[src/hw/adc_frame_pkg.sv]
package adc_frame_pkg;
  localparam int CODE_W    = 16;
  localparam int HYS_W     = 8;
  localparam int CMD_W     = 16;
  localparam int EDGE_W    = 6;
  localparam int FIRST_OUT = 16;
  localparam int CHF_W     = 4;
  localparam int OUT_W     = CODE_W + CHF_W;
  // command word layout: opcode in top nibble, channel below it
  localparam int OP_MSB    = 15;
  localparam int OP_LSB    = 12;
  localparam int CH_MSB    = 11;
  localparam int CH_LSB    = 8;
  localparam logic [3:0] OP_AUTO = 4'ha;
  localparam logic [3:0] OP_MAN  = 4'hc;
  // conversion time of the internal oscillator path
  localparam int CLK_NS    = 50;
  localparam int CONV_NS   = 1000;
  localparam int CONV_CYC  = (CONV_NS + CLK_NS - 1) / CLK_NS;
  localparam int CONV_CW   = 6;

  typedef enum logic {
    FMT_DATA    = 1'b0,
    FMT_DATA_CH = 1'b1
  } out_fmt_t;

  typedef enum logic {
    F_IDLE = 1'b0,
    F_ACT  = 1'b1
  } frame_t;
endpackage

[src/hw/adc_serial_frame_alarm.sv]
`timescale 1ns/1ps
module adc_serial_frame_alarm #(
  parameter int NCH  = 8,
  parameter int CH_W = 3
) (
  // clock and reset
  input  wire logic                                    ref_clk,
  input  wire logic                                    rst_n,
  // serial link pins
  input  wire logic                                    cs_n,
  input  wire logic                                    sclk,
  input  wire logic                                    sdi,
  output logic                                         sdo,
  output logic                                         sdo_oe,
  output logic                                         alarm,
  // configuration
  input  wire logic [NCH-1:0]                          scan_en,
  input  wire logic                                    fmt_sel,
  input  wire logic [NCH*adc_frame_pkg::CODE_W-1:0]    hi_thr,
  input  wire logic [NCH*adc_frame_pkg::HYS_W-1:0]     hi_hys,
  input  wire logic [NCH*adc_frame_pkg::CODE_W-1:0]    lo_thr,
  input  wire logic [NCH*adc_frame_pkg::HYS_W-1:0]     lo_hys,
  // alarm flags and read strobes
  input  wire logic [NCH-1:0]                          trip_hi_rd,
  input  wire logic [NCH-1:0]                          trip_lo_rd,
  output logic      [NCH-1:0]                          act_hi,
  output logic      [NCH-1:0]                          act_lo,
  output logic      [NCH-1:0]                          trip_hi,
  output logic      [NCH-1:0]                          trip_lo,
  // converter core
  output logic      [CH_W-1:0]                         ain_sel,
  output logic                                         sample_stb,
  input  wire logic [adc_frame_pkg::CODE_W-1:0]        conv_code,
  output logic                                         auto_mode
);

  localparam int CW = adc_frame_pkg::CODE_W;
  localparam int HW = adc_frame_pkg::HYS_W;
  localparam int OW = adc_frame_pkg::OUT_W;
  localparam int EW = adc_frame_pkg::EDGE_W;
  localparam int QW = adc_frame_pkg::CONV_CW;
  localparam int CONV_LIM = adc_frame_pkg::CONV_CYC + 1;

  // next enabled channel above cur, wrapping, or lowest enabled channel if from_low; cur if none enabled
  function automatic logic [CH_W-1:0] next_ch(input logic [CH_W-1:0] cur,
                                              input logic [NCH-1:0]  en,
                                              input logic            from_low);
    logic [CH_W-1:0] c;
    logic            hit;
    c   = cur;
    hit = 1'b0;
    for (int k = NCH; k >= 1; k--) begin
      if (en[CH_W'((from_low ? 0 : int'(cur)) + (from_low ? k - 1 : k)) ]) begin
        c   = CH_W'((from_low ? 0 : int'(cur)) + (from_low ? k - 1 : k));
        hit = 1'b1;
      end
    end
    return hit ? c : cur;
  endfunction

  // pin synchronisers plus one edge stage
  logic cs_s1_q, cs_s2_q, cs_s3_q;
  logic sk_s1_q, sk_s2_q, sk_s3_q;
  logic di_s1_q, di_s2_q;
  always_ff @(posedge ref_clk or negedge rst_n) begin
    if (!rst_n) begin
      {cs_s1_q, cs_s2_q, cs_s3_q} <= 3'h7;
      {sk_s1_q, sk_s2_q, sk_s3_q} <= 3'h7;
      {di_s1_q, di_s2_q}          <= 2'h0;
    end else begin
      {cs_s1_q, cs_s2_q, cs_s3_q} <= {cs_n, cs_s1_q, cs_s2_q};
      {sk_s1_q, sk_s2_q, sk_s3_q} <= {sclk, sk_s1_q, sk_s2_q};
      {di_s1_q, di_s2_q}          <= {sdi, di_s1_q};
    end
  end

  logic cs_fall, cs_rise, sk_fall, edge16;
  assign cs_fall = cs_s3_q & ~cs_s2_q;
  assign cs_rise = ~cs_s3_q & cs_s2_q;

  adc_frame_pkg::frame_t frame_q, frame_d;
  logic [EW-1:0]   edge_q, edge_d;
  logic [CW-1:0]   sdi_sr_q, sdi_sr_d, pend_q, pend_d;
  logic            pend_vld_q, pend_vld_d;
  logic            auto_q, auto_d;
  logic [CH_W-1:0] ch_q, ch_d;
  logic            fmt_q, fmt_d;
  logic [OW-1:0]   out_sr_q, out_sr_d, load_w;
  logic            sdo_q, sdo_d, oe_q, oe_d;
  logic [QW-1:0]   conv_cnt_q, conv_cnt_d;
  logic            busy_q, busy_d;
  logic [CW-1:0]   result_q, result_d;
  logic [CH_W-1:0] res_ch_q, res_ch_d;
  logic            res_new_q, res_new_d;
  logic            smp_q, smp_d;
  logic            alarm_q, alarm_d;

  // sdi capture and sdo shifting keyed to sclk falling edges
  assign sk_fall = sk_s3_q & ~sk_s2_q & (frame_q == adc_frame_pkg::F_ACT) & ~cs_s2_q;
  assign edge16  = sk_fall & (edge_q == EW'(adc_frame_pkg::FIRST_OUT - 1));

  always_comb begin
    frame_d    = frame_q;
    edge_d     = edge_q;
    sdi_sr_d   = sdi_sr_q;
    pend_d     = pend_q;
    pend_vld_d = pend_vld_q;
    auto_d     = auto_q;
    ch_d       = ch_q;
    fmt_d      = fmt_q;
    out_sr_d   = out_sr_q;
    sdo_d      = sdo_q;
    oe_d       = oe_q;
    conv_cnt_d = conv_cnt_q;
    busy_d     = busy_q;
    result_d   = result_q;
    res_ch_d   = res_ch_q;
    res_new_d  = 1'b0;
    smp_d      = 1'b0;
    alarm_d    = alarm_q;
    // channel field appended only in the FMT_DATA_CH format, zeros in its place otherwise
    load_w = (fmt_q == adc_frame_pkg::FMT_DATA_CH) ?
             {result_q, adc_frame_pkg::CHF_W'(res_ch_q)} :
             {result_q, {adc_frame_pkg::CHF_W{1'b0}}};
    // latch straight-binary code when conversion ends
    if (busy_q) begin
      conv_cnt_d = conv_cnt_q - QW'(1);
      if (conv_cnt_q == QW'(1)) begin
        busy_d    = 1'b0;
        result_d  = conv_code;
        res_ch_d  = ch_q;
        res_new_d = 1'b1;
      end
    end
    if (cs_fall) begin
      // apply last frame's command, then sample
      frame_d = adc_frame_pkg::F_ACT;
      edge_d  = '0;
      fmt_d   = fmt_sel;
      if (pend_vld_q && pend_q[adc_frame_pkg::OP_MSB:adc_frame_pkg::OP_LSB] ==
          adc_frame_pkg::OP_MAN) begin
        auto_d = 1'b0;
        ch_d   = CH_W'(pend_q[adc_frame_pkg::CH_MSB:adc_frame_pkg::CH_LSB]);
      end else if (pend_vld_q &&
                   pend_q[adc_frame_pkg::OP_MSB:adc_frame_pkg::OP_LSB] ==
                   adc_frame_pkg::OP_AUTO) begin
        auto_d = 1'b1;
        ch_d   = next_ch(ch_q, scan_en, 1'b1);
      end else if (auto_q) begin
        // ascending step to next enabled channel
        ch_d = next_ch(ch_q, scan_en, 1'b0);
      end
      pend_vld_d = 1'b0;
      smp_d      = 1'b1;
      busy_d     = 1'b1;
      conv_cnt_d = QW'(adc_frame_pkg::CONV_CYC);
      // release output and hold it low
      oe_d  = 1'b1;
      sdo_d = 1'b0;
    end else if (cs_rise) begin
      frame_d = adc_frame_pkg::F_IDLE;
      oe_d    = 1'b0;
      sdo_d   = 1'b0;
    end else if (sk_fall) begin
      if (edge_q != {EW{1'b1}}) begin
        edge_d = edge_q + EW'(1);
      end
      if (edge_q < EW'(adc_frame_pkg::FIRST_OUT)) begin
        sdi_sr_d = {sdi_sr_q[CW-2:0], di_s2_q};
      end
      if (edge16) begin
        pend_d     = {sdi_sr_q[CW-2:0], di_s2_q};
        pend_vld_d = 1'b1;
        sdo_d    = load_w[OW-1];
        out_sr_d = {load_w[OW-2:0], 1'b0};
        alarm_d = (|trip_hi) | (|trip_lo);
      end else if (edge_q >= EW'(adc_frame_pkg::FIRST_OUT)) begin
        // shift out, zeros fill after the last bit
        sdo_d    = out_sr_q[OW-1];
        out_sr_d = {out_sr_q[OW-2:0], 1'b0};
      end
    end
  end

  always_ff @(posedge ref_clk or negedge rst_n) begin
    if (!rst_n) begin
      frame_q    <= adc_frame_pkg::F_IDLE;
      edge_q     <= '0;
      sdi_sr_q   <= '0;
      pend_q     <= '0;
      pend_vld_q <= 1'b0;
      auto_q     <= 1'b0;
      ch_q       <= '0;
      fmt_q      <= 1'b0;
      out_sr_q   <= '0;
      sdo_q      <= 1'b0;
      oe_q       <= 1'b0;
      conv_cnt_q <= '0;
      busy_q     <= 1'b0;
      result_q   <= '0;
      res_ch_q   <= '0;
      res_new_q  <= 1'b0;
      smp_q      <= 1'b0;
      alarm_q    <= 1'b0;
    end else begin
      frame_q    <= frame_d;
      edge_q     <= edge_d;
      sdi_sr_q   <= sdi_sr_d;
      pend_q     <= pend_d;
      pend_vld_q <= pend_vld_d;
      auto_q     <= auto_d;
      ch_q       <= ch_d;
      fmt_q      <= fmt_d;
      out_sr_q   <= out_sr_d;
      sdo_q      <= sdo_d;
      oe_q       <= oe_d;
      conv_cnt_q <= conv_cnt_d;
      busy_q     <= busy_d;
      result_q   <= result_d;
      res_ch_q   <= res_ch_d;
      res_new_q  <= res_new_d;
      smp_q      <= smp_d;
      alarm_q    <= alarm_d;
    end
  end

  assign sdo        = sdo_q;
  assign sdo_oe     = oe_q;
  assign alarm      = alarm_q;
  assign ain_sel    = ch_q;
  assign sample_stb = smp_q;
  assign auto_mode  = auto_q;

  // per-channel alarm comparators
  logic signed [CW+2:0] code_s;
  assign code_s = $signed({3'b000, result_q});

  for (genvar i = 0; i < NCH; i++) begin : g_alarm
    logic signed [CW+2:0] ht, hh, lt, lh;
    logic set_hi, clr_hi, set_lo, clr_lo, upd;
    logic ah_q, ah_d, al_q, al_d, th_q, th_d, tl_q, tl_d;
    assign ht  = $signed({3'b000, hi_thr[i*CW +: CW]});
    assign hh  = $signed({{(CW+3-HW){1'b0}}, hi_hys[i*HW +: HW]});
    assign lt  = $signed({3'b000, lo_thr[i*CW +: CW]});
    assign lh  = $signed({{(CW+3-HW){1'b0}}, lo_hys[i*HW +: HW]});
    assign upd = res_new_q & (res_ch_q == CH_W'(i));
    assign set_hi = code_s > ht + hh;
    assign clr_hi = code_s <= ht - hh - (CW+3)'(2);
    assign set_lo = code_s < lt - lh - (CW+3)'(1);
    assign clr_lo = code_s >= lt + lh + (CW+3)'(1);

    always_comb begin
      ah_d = ah_q;
      al_d = al_q;
      if (upd && set_hi) ah_d = 1'b1;
      else if (upd && clr_hi) ah_d = 1'b0;
      if (upd && set_lo) al_d = 1'b1;
      else if (upd && clr_lo) al_d = 1'b0;
      // tripped flags latch, set wins over read clear
      th_d = (ah_d & ~ah_q) ? 1'b1 : (trip_hi_rd[i] ? 1'b0 : th_q);
      tl_d = (al_d & ~al_q) ? 1'b1 : (trip_lo_rd[i] ? 1'b0 : tl_q);
    end

    always_ff @(posedge ref_clk or negedge rst_n) begin
      if (!rst_n) begin
        {ah_q, al_q, th_q, tl_q} <= 4'h0;
      end else begin
        {ah_q, al_q, th_q, tl_q} <= {ah_d, al_d, th_d, tl_d};
      end
    end

    assign act_hi[i]  = ah_q;
    assign act_lo[i]  = al_q;
    assign trip_hi[i] = th_q;
    assign trip_lo[i] = tl_q;

  end
endmodule

[config.mk]
export PLATFORM = sky130hd
export DESIGN_NAME = adc_serial_frame_alarm
export DESIGN_NICKNAME = d
export VERILOG_FILES = /design/src/hw/adc_frame_pkg.sv /design/src/hw/adc_serial_frame_alarm.sv
export SDC_FILE = /design/constraint.sdc
export NUM_CORES = 2
export LEC_CHECK = 0
export BUFFER_PORTS_ARGS = -buffer_cell sky130_fd_sc_hd__buf_2
export CAP_MARGIN = 40
export CORE_ASPECT_RATIO = 1.4
export CORE_UTILIZATION = 53
export DETAILED_ROUTE_END_ITERATION = 16
export GPL_ROUTABILITY_DRIVEN = 0
export PLACE_DENSITY = 0.81
export SLEW_MARGIN = 20
export SYNTH_ARGS = -nofsm -noshare
export SYNTH_HDL_FRONTEND = slang
export SYNTH_SLANG_ARGS = --single-unit
[constraint.sdc]
create_clock -name ref_clk -period 3.2 [get_ports ref_clk]
set_input_delay 0.64 -clock ref_clk [delete_from_list [all_inputs] [get_ports ref_clk]]
set_output_delay 0.64 -clock ref_clk [all_outputs]
set_load 0.01 [all_outputs]
==> qor.txt, run 1 <==
CLOCK TREE
----------------------------------------------------------------------------------
Post-CTS Hold Buffers                                                            0
Number of buffers added by the clock tree synthesis step                        17
H-tree Lvls                                                                      4
Root buf cell                                                            clkbuf_16
Maximum root-to-sink buffer count                                                2
CTS sink count                                                                 124

LOGIC SYNTHESIS
----------------------------------------------------------------------------------
Post-synth ARST share                                                         100%
Number of synthesized flops with an enable pin                                   0
Seq cells post-synth                                                           124
Part of the Yosys area used for sequential elements                          8.15%
Post-synthesis average cell area                                          7.72 µm²
Synthesized instance count                                                    4945
Number of library cell types mapped by synthesis                               109
Dominant synthesized flop cell                                             dfrtp_1
Post-Synthesis Cell Area                                                0.0382 mm²
Synth warnings                                                                   0
Total nets after synthesis                                                    6190

OUTCOME
----------------------------------------------------------------------------------
Halt Reason                                                           [ERROR GRT-0232] Routing congestion too high. Check the congestion heatmap in the GUI.
Result of the run                                                     aborted with a tool error
Stage reached                                                         global routing

PLACE
----------------------------------------------------------------------------------
Setup slack after placement                                               -1.66 ns
Post-detail-place hpwl                                                      113 mm
Count of input and output buffers                                              469
DP Area                                                                 0.0514 mm²

GRT
----------------------------------------------------------------------------------
Total Routing Usage GR                                                       57.9%
Maximum number of pins on one net before global-route repair                    70
Total congestion overflow after global routing                                  31

DIE
----------------------------------------------------------------------------------
Initial core utilization                                                     53.4%
Horiz. Die Dim                                                              229 µm
Count of pins on the block boundary                                            470
Die Y-Extent                                                                319 µm
Floorplan row count                                                            116

TIMING
----------------------------------------------------------------------------------
Worst EP Category                                                     register input
Final worst endpoint reported by repair_timing after global routing   g_alarm[0].ah_q$_DFF_PN0_/D

[Yosys cell counts, drive strengths merged (36+ instances only)]
master  count  area share, %
and3       59           0.97
o21ai     247            3.2
o21a      139            2.7
nor3      130            1.7
xor2      198            4.5
nor4       40           0.69
ha        783             26
a21oi     299            3.9
or3        44           0.72
nor2b     115            1.9
nor2      349            3.4
nand2b     87            1.4
o31ai      36           0.71
a21o      106            2.1
dfrtp     118            7.7
a31oi      36           0.61
nand4      89            1.5
clkbuf    137            1.3
buf        65            1.0
o211ai     45           0.90
xnor2     374            8.6
nand2     318            3.1
inv       340            3.3
or2        43           0.71
o21bai     71            1.4
nand3     113            1.5
[stage by stage]
step	setup TNS [ns]	utilization [%]	std cells	hold WS, ns
after floorplan	-23.69	-	4945	0.331
after CTS	-19.06	76.2	7545	0.231
after global placement	-35.77	71.9	7394	0.338
after detailed placement	-39.26	71.9	7394	0.343
[logic make-up after synthesis]
family	share of synthesized area [%]
buffers and inverters	5.74
AOI/OAI and AO/OA	22.7
muxes	1.79
DFF	8.15
adders and majority gates	27.4
xor gates and xnor gates	13.1
and+or+nand+nor	21.0
[layer usage]
metal	track usage, %	GRT overflow
met1	57.6	5
met3	37.6	0
met5	18.2	0
met4	54.4	8
met2	79.2	18
[what timing repair did]
item                       4_1_cts
gates resized for setup        359
buffers inserted               121
setup endpoints to repair       32
pin swaps                      354
==> inputs of run 2 (changes only) <==
CORE_ASPECT_RATIO = default   (was 1.4)
CORE_UTILIZATION = 38   (was 53)
PLACE_DENSITY = default   (was 0.81)
PLACE_DENSITY_LB_ADDON = 0.15   (was default)
clock period = 4.16 ns   (was 3.2 ns; I/O delays follow)
==> qor.txt, run 2 <==
OUTCOME
-------------------------------------------------------------------------------------
Result of the run                                                        finished, violations left   was aborted with a tool error
Failing checks                                                           setup timing

LOGIC SYNTHESIS
-------------------------------------------------------------------------------------
Post-synthesis average cell area                                             7.72 µm²   unchanged
Commonest cells post-synth                                               783 x ha_1, 374 x xnor2_1, 348 x nor2_1   unchanged
Yosys top cell area share                                                       25.7%   unchanged
Post-synth ARST share                                                            100%   unchanged
Synthesized instance count                                                       4945   unchanged
Dominant cell type by area after synthesis                                       ha_1   unchanged
Part of the Yosys area used for sequential elements                             8.15%   unchanged
Number of synthesized flops with an enable pin                                      0   unchanged
Synth warnings                                                                      0   unchanged
Dominant synthesized flop cell                                                dfrtp_1   unchanged
Most common cell in the netlist                                                  ha_1   unchanged
Post-Synthesis Cell Area                                                   0.0382 mm²   unchanged
Total nets after synthesis                                                       6190   unchanged
Seq cells post-synth                                                              124   unchanged
Number of library cell types mapped by synthesis                                  109   unchanged
Top area cells in the synthesized netlist                                ha_1 26%, xnor2_1 8.6%, dfrtp_1 7.7%   unchanged

POWER
-------------------------------------------------------------------------------------
Lkg Pwr                                                                       25.3 nW
PwrDens                                                                    312 mW/mm²
PnR Total Power                                                               16.8 mW
IR Drop Worst-Case VDD                                                       0.292 mV

CELLS AND AREA
-------------------------------------------------------------------------------------
Area Overhead vs Synth                                                          41.1%
Most common cell after layout, fill and taps aside                              buf_4
Registers with the highest flip-flop counts                              out_sr_q: 19 flops, result_q: 16 flops, sdi_sr_q: 15 flops
Share of final-layout standard cells stronger than drive strength 1             34.6%
Most frequent cells in the layout                                        1162 x buf_4, 739 x ha_1, 427 x buf_2
Area used by multi-input combinational logic                               0.0353 mm²
Register ranked first by flip-flop count                                     out_sr_q
Flip-flop and latch area                                                  0.00313 mm²
Final instance area                                                        0.0539 mm²
Filler cell count in the final layout                                            9507
Post-layout net count                                                            7659
Number of standard cells in the final layout excluding fillers                   7729
Number of flip-flops under the largest register name                               19

CLOCK TREE
-------------------------------------------------------------------------------------
Clk slew on worst S/H paths                                                   0.07 ns
CTS tree                                                                          yes
Clock latency of the later-clocked register in the worst-skew pair            0.44 ns
Root buf cell                                                               clkbuf_16   unchanged
H-tree Lvls                                                                         4   unchanged
CTS sink count                                                                    124   unchanged
Maximum root-to-sink buffer count                                                   2   unchanged
Number of buffers added by the clock tree synthesis step                           17   unchanged
Post-CTS Hold Buffers                                                               0   unchanged

TIMING
-------------------------------------------------------------------------------------
Slew at the pin closest to its max-slew limit                                0.876 ns
Unrepaired setup endpoints after global routing                                  true
Pins Over Slew Limit                                                                0
Tcrit/Tclk final                                                                 106%
Final setup fails                                                                   7
Min cycle time layout                                                         4.42 ns
Setup WS post-layout                                                        -0.263 ns
Setup Skew                                                                  0.0165 ns
Worst slew margin relative to its limit                                         41.2%
Maximum clock frequency                                                       226 MHz
Final Hold Vio Count                                                                0

GRT
-------------------------------------------------------------------------------------
Total congestion overflow after global routing                                      0
Global routing usage on met1                                                    34.3%
Met3 usage in global routing                                                    3.53%
Grt met2 use                                                                    45.8%
Wire length of the first global-routing pass                                   216 mm
Number of global-route vias before repair                                       40500
Maximum number of pins on one net before global-route repair                       67
Total Routing Usage GR                                                          26.5%
Gr busiest metal                                                                 met2
Number of antenna violations at the first check in global routing                  37

PLACE
-------------------------------------------------------------------------------------
Count of input and output buffers                                                 469   unchanged
DP Area                                                                    0.0502 mm²   was 0.0514 mm²
Post-detail-place hpwl                                                         115 mm   was 113 mm
Cells after DPL                                                                  7570   was 7394

WORST SETUP PATH
-------------------------------------------------------------------------------------
Slowest cell on the critical path                                              or4b_4
Critical register-to-register path startpoint                            ain_sel[1]$_DFFE_PN0P_
Startpoint type of the worst setup path                                     input pin
Arrival @ worst endpoint                                                      4.75 ns
Capturing point of the worst reg2reg path                                ain_sel[1]$_DFFE_PN0P_
Required time reported for the critical path endpoint                         4.49 ns
Endpoint type of the worst setup path                                            flop
Setup Crit Path Kind                                                     input pin to flop
CP max stage delay                                                            0.54 ns
Cell count of the worst reg-to-reg path                                            11
Minimum setup slack among reg-to-reg paths                                    0.65 ns
Crit path cell chain                                                     buf_8, inv_8, ha_4, fa_2, nand2b_4, a21oi_4, o311a_1, nor2_2, buf_4, o211ai_1, o211ai_2, or4b_4, a2111oi_4, xnor2_1, ha_1, nand4_1, nor2_2, a2111oi_2, a21oi_1, a221o_1
CP dominant cell by count                                                      nor2_2
Largest fanout on the critical path                                                 3

DIE
-------------------------------------------------------------------------------------
Area of the placeable core                                                 0.0990 mm²
Initial core utilization                                                        38.5%   was 53.4%
Horiz. Die Dim                                                                 319 µm   was 229 µm
Count of pins on the block boundary                                               470   unchanged
Floorplan die area                                                          0.102 mm²
Floorplan row count                                                               115   was 116
Die Y-Extent                                                                   319 µm   about the same

HOLD PATH
-------------------------------------------------------------------------------------
Class of the most critical hold timing path                              flop to flop
Min-Delay Startpoint                                                     di_s1_q$_DFF_PN0_
Hold Path Sink                                                           di_s2_q$_DFF_PN0_
Cell depth of the worst min-delay path                                              0

JOB
-------------------------------------------------------------------------------------
Maximum capacitance violations                                                      0

ROUTING
-------------------------------------------------------------------------------------
Iteration count of the initial detailed-routing pass                                7
Routed via count                                                                41400
Final wirelength                                                               140 mm
Number of vias per cell                                                          5.35
Number of DRC violations after detailed routing                                     0
WL per Instance                                                               18.1 µm
Count of routing violations after the opening detailed-route iteration           2054
Antenna-violating nets left                                                         0

==> run 2: through the flow <==
stage	hold slack, ns	setup TNS, ns	util, %	setup slack (ns)
4_1_cts	0.359	-0.473	52.4	-0.285
5_1_grt	0.363	-3.55	54.4	-0.478
6_report	0.357	-0.675	54.4	-0.263
3_3_place_gp	0.336	-15.17	50.6	-0.833
3_5_place_dp	0.347	-16.25	50.7	-0.863
2_1_floorplan	0.331	-3.05	-	-0.582
==> run 2: cells by family (layout without fill, tap and decap cells) <==
| logic type | Yosys count | in the layout | share of synthesized area (%) |
|---|---|---|---|
| fa+ha+maj | 817 | 817 | 27.4 |
| mux | 55 | 55 | 1.79 |
| compound gates | 1286 | 1286 | 22.7 |
| other cells | 0 | 15 | 0 |
| buf+inv | 545 | 2027 | 5.74 |
| simple gates | 1546 | 1546 | 21.0 |
| flops | 124 | 124 | 8.15 |
| xor+xnor | 572 | 572 | 13.1 |
==> run 2: metal layers <==
metal  wire length (µm)  vias to the layer above
met5                211                        -
met4               3530                       34
met3               6530                      206
met2              66400                      873
met1              63000                    19400
li1                   -                    20800
==> run 2: power by group <==
group / internal, mW / switching (mW)
Sequential: 1.33 / 0.635
Combinational: 6.33 / 6.92
Clock: 0.957 / 0.632
Total: 8.62 / 8.18
==> run 2: how the worst max path moves through the flow <==
stage,slack [ns],startpoint,endpoint,cells after the start
3_3_place_gp,-0.83,hi_thr[64],g_alarm[4].ah_q$_DFF_PN0_,20
6_report,-0.26,hi_thr[64],g_alarm[4].ah_q$_DFF_PN0_,20
2_1_floorplan,-0.58,hi_thr[64],g_alarm[4].ah_q$_DFF_PN0_,19
3_5_place_dp,-0.86,hi_thr[64],g_alarm[4].ah_q$_DFF_PN0_,20
5_1_grt,-0.48,hi_hys[33],g_alarm[4].ah_q$_DFF_PN0_,19
4_1_cts,-0.28,hi_hys[33],g_alarm[4].ah_q$_DFF_PN0_,18
==> run 2: what timing repair did <==
| item | 4_1_cts | 5_1_grt |
|---|---|---|
| pin swaps | 141 | 245 |
| setup buffers | 52 | 62 |
| setup endpoints to repair | 22 | 32 |
| gates resized for setup | 152 | 336 |
==> run 2: critical path: cells and delay by family <==
| family | cells | cell delay [ns] |
|---|---|---|
| fa+ha+maj | 3 | 0.86 |
| buf+inv | 3 | 0.25 |
| simple gates | 5 | 0.91 |
| xor+xnor | 1 | 0.13 |
| compound gates | 8 | 1.76 |
==> run 2: layout make-up <==
cell class | count | share of cell area [%]
Sequential cell | 124 | 5.81
Clock inverter | 10 | 0.237
Inverter | 343 | 2.59
Timing Repair Buffer | 1652 | 21.8
Multi-Input combinational cell | 4276 | 65.6
Antenna cell | 15 | 0.0697
Tap cell | 1287 | 2.99
Clock buffer | 22 | 0.899
Note: power is estimated with default switching activity, not from simulation.
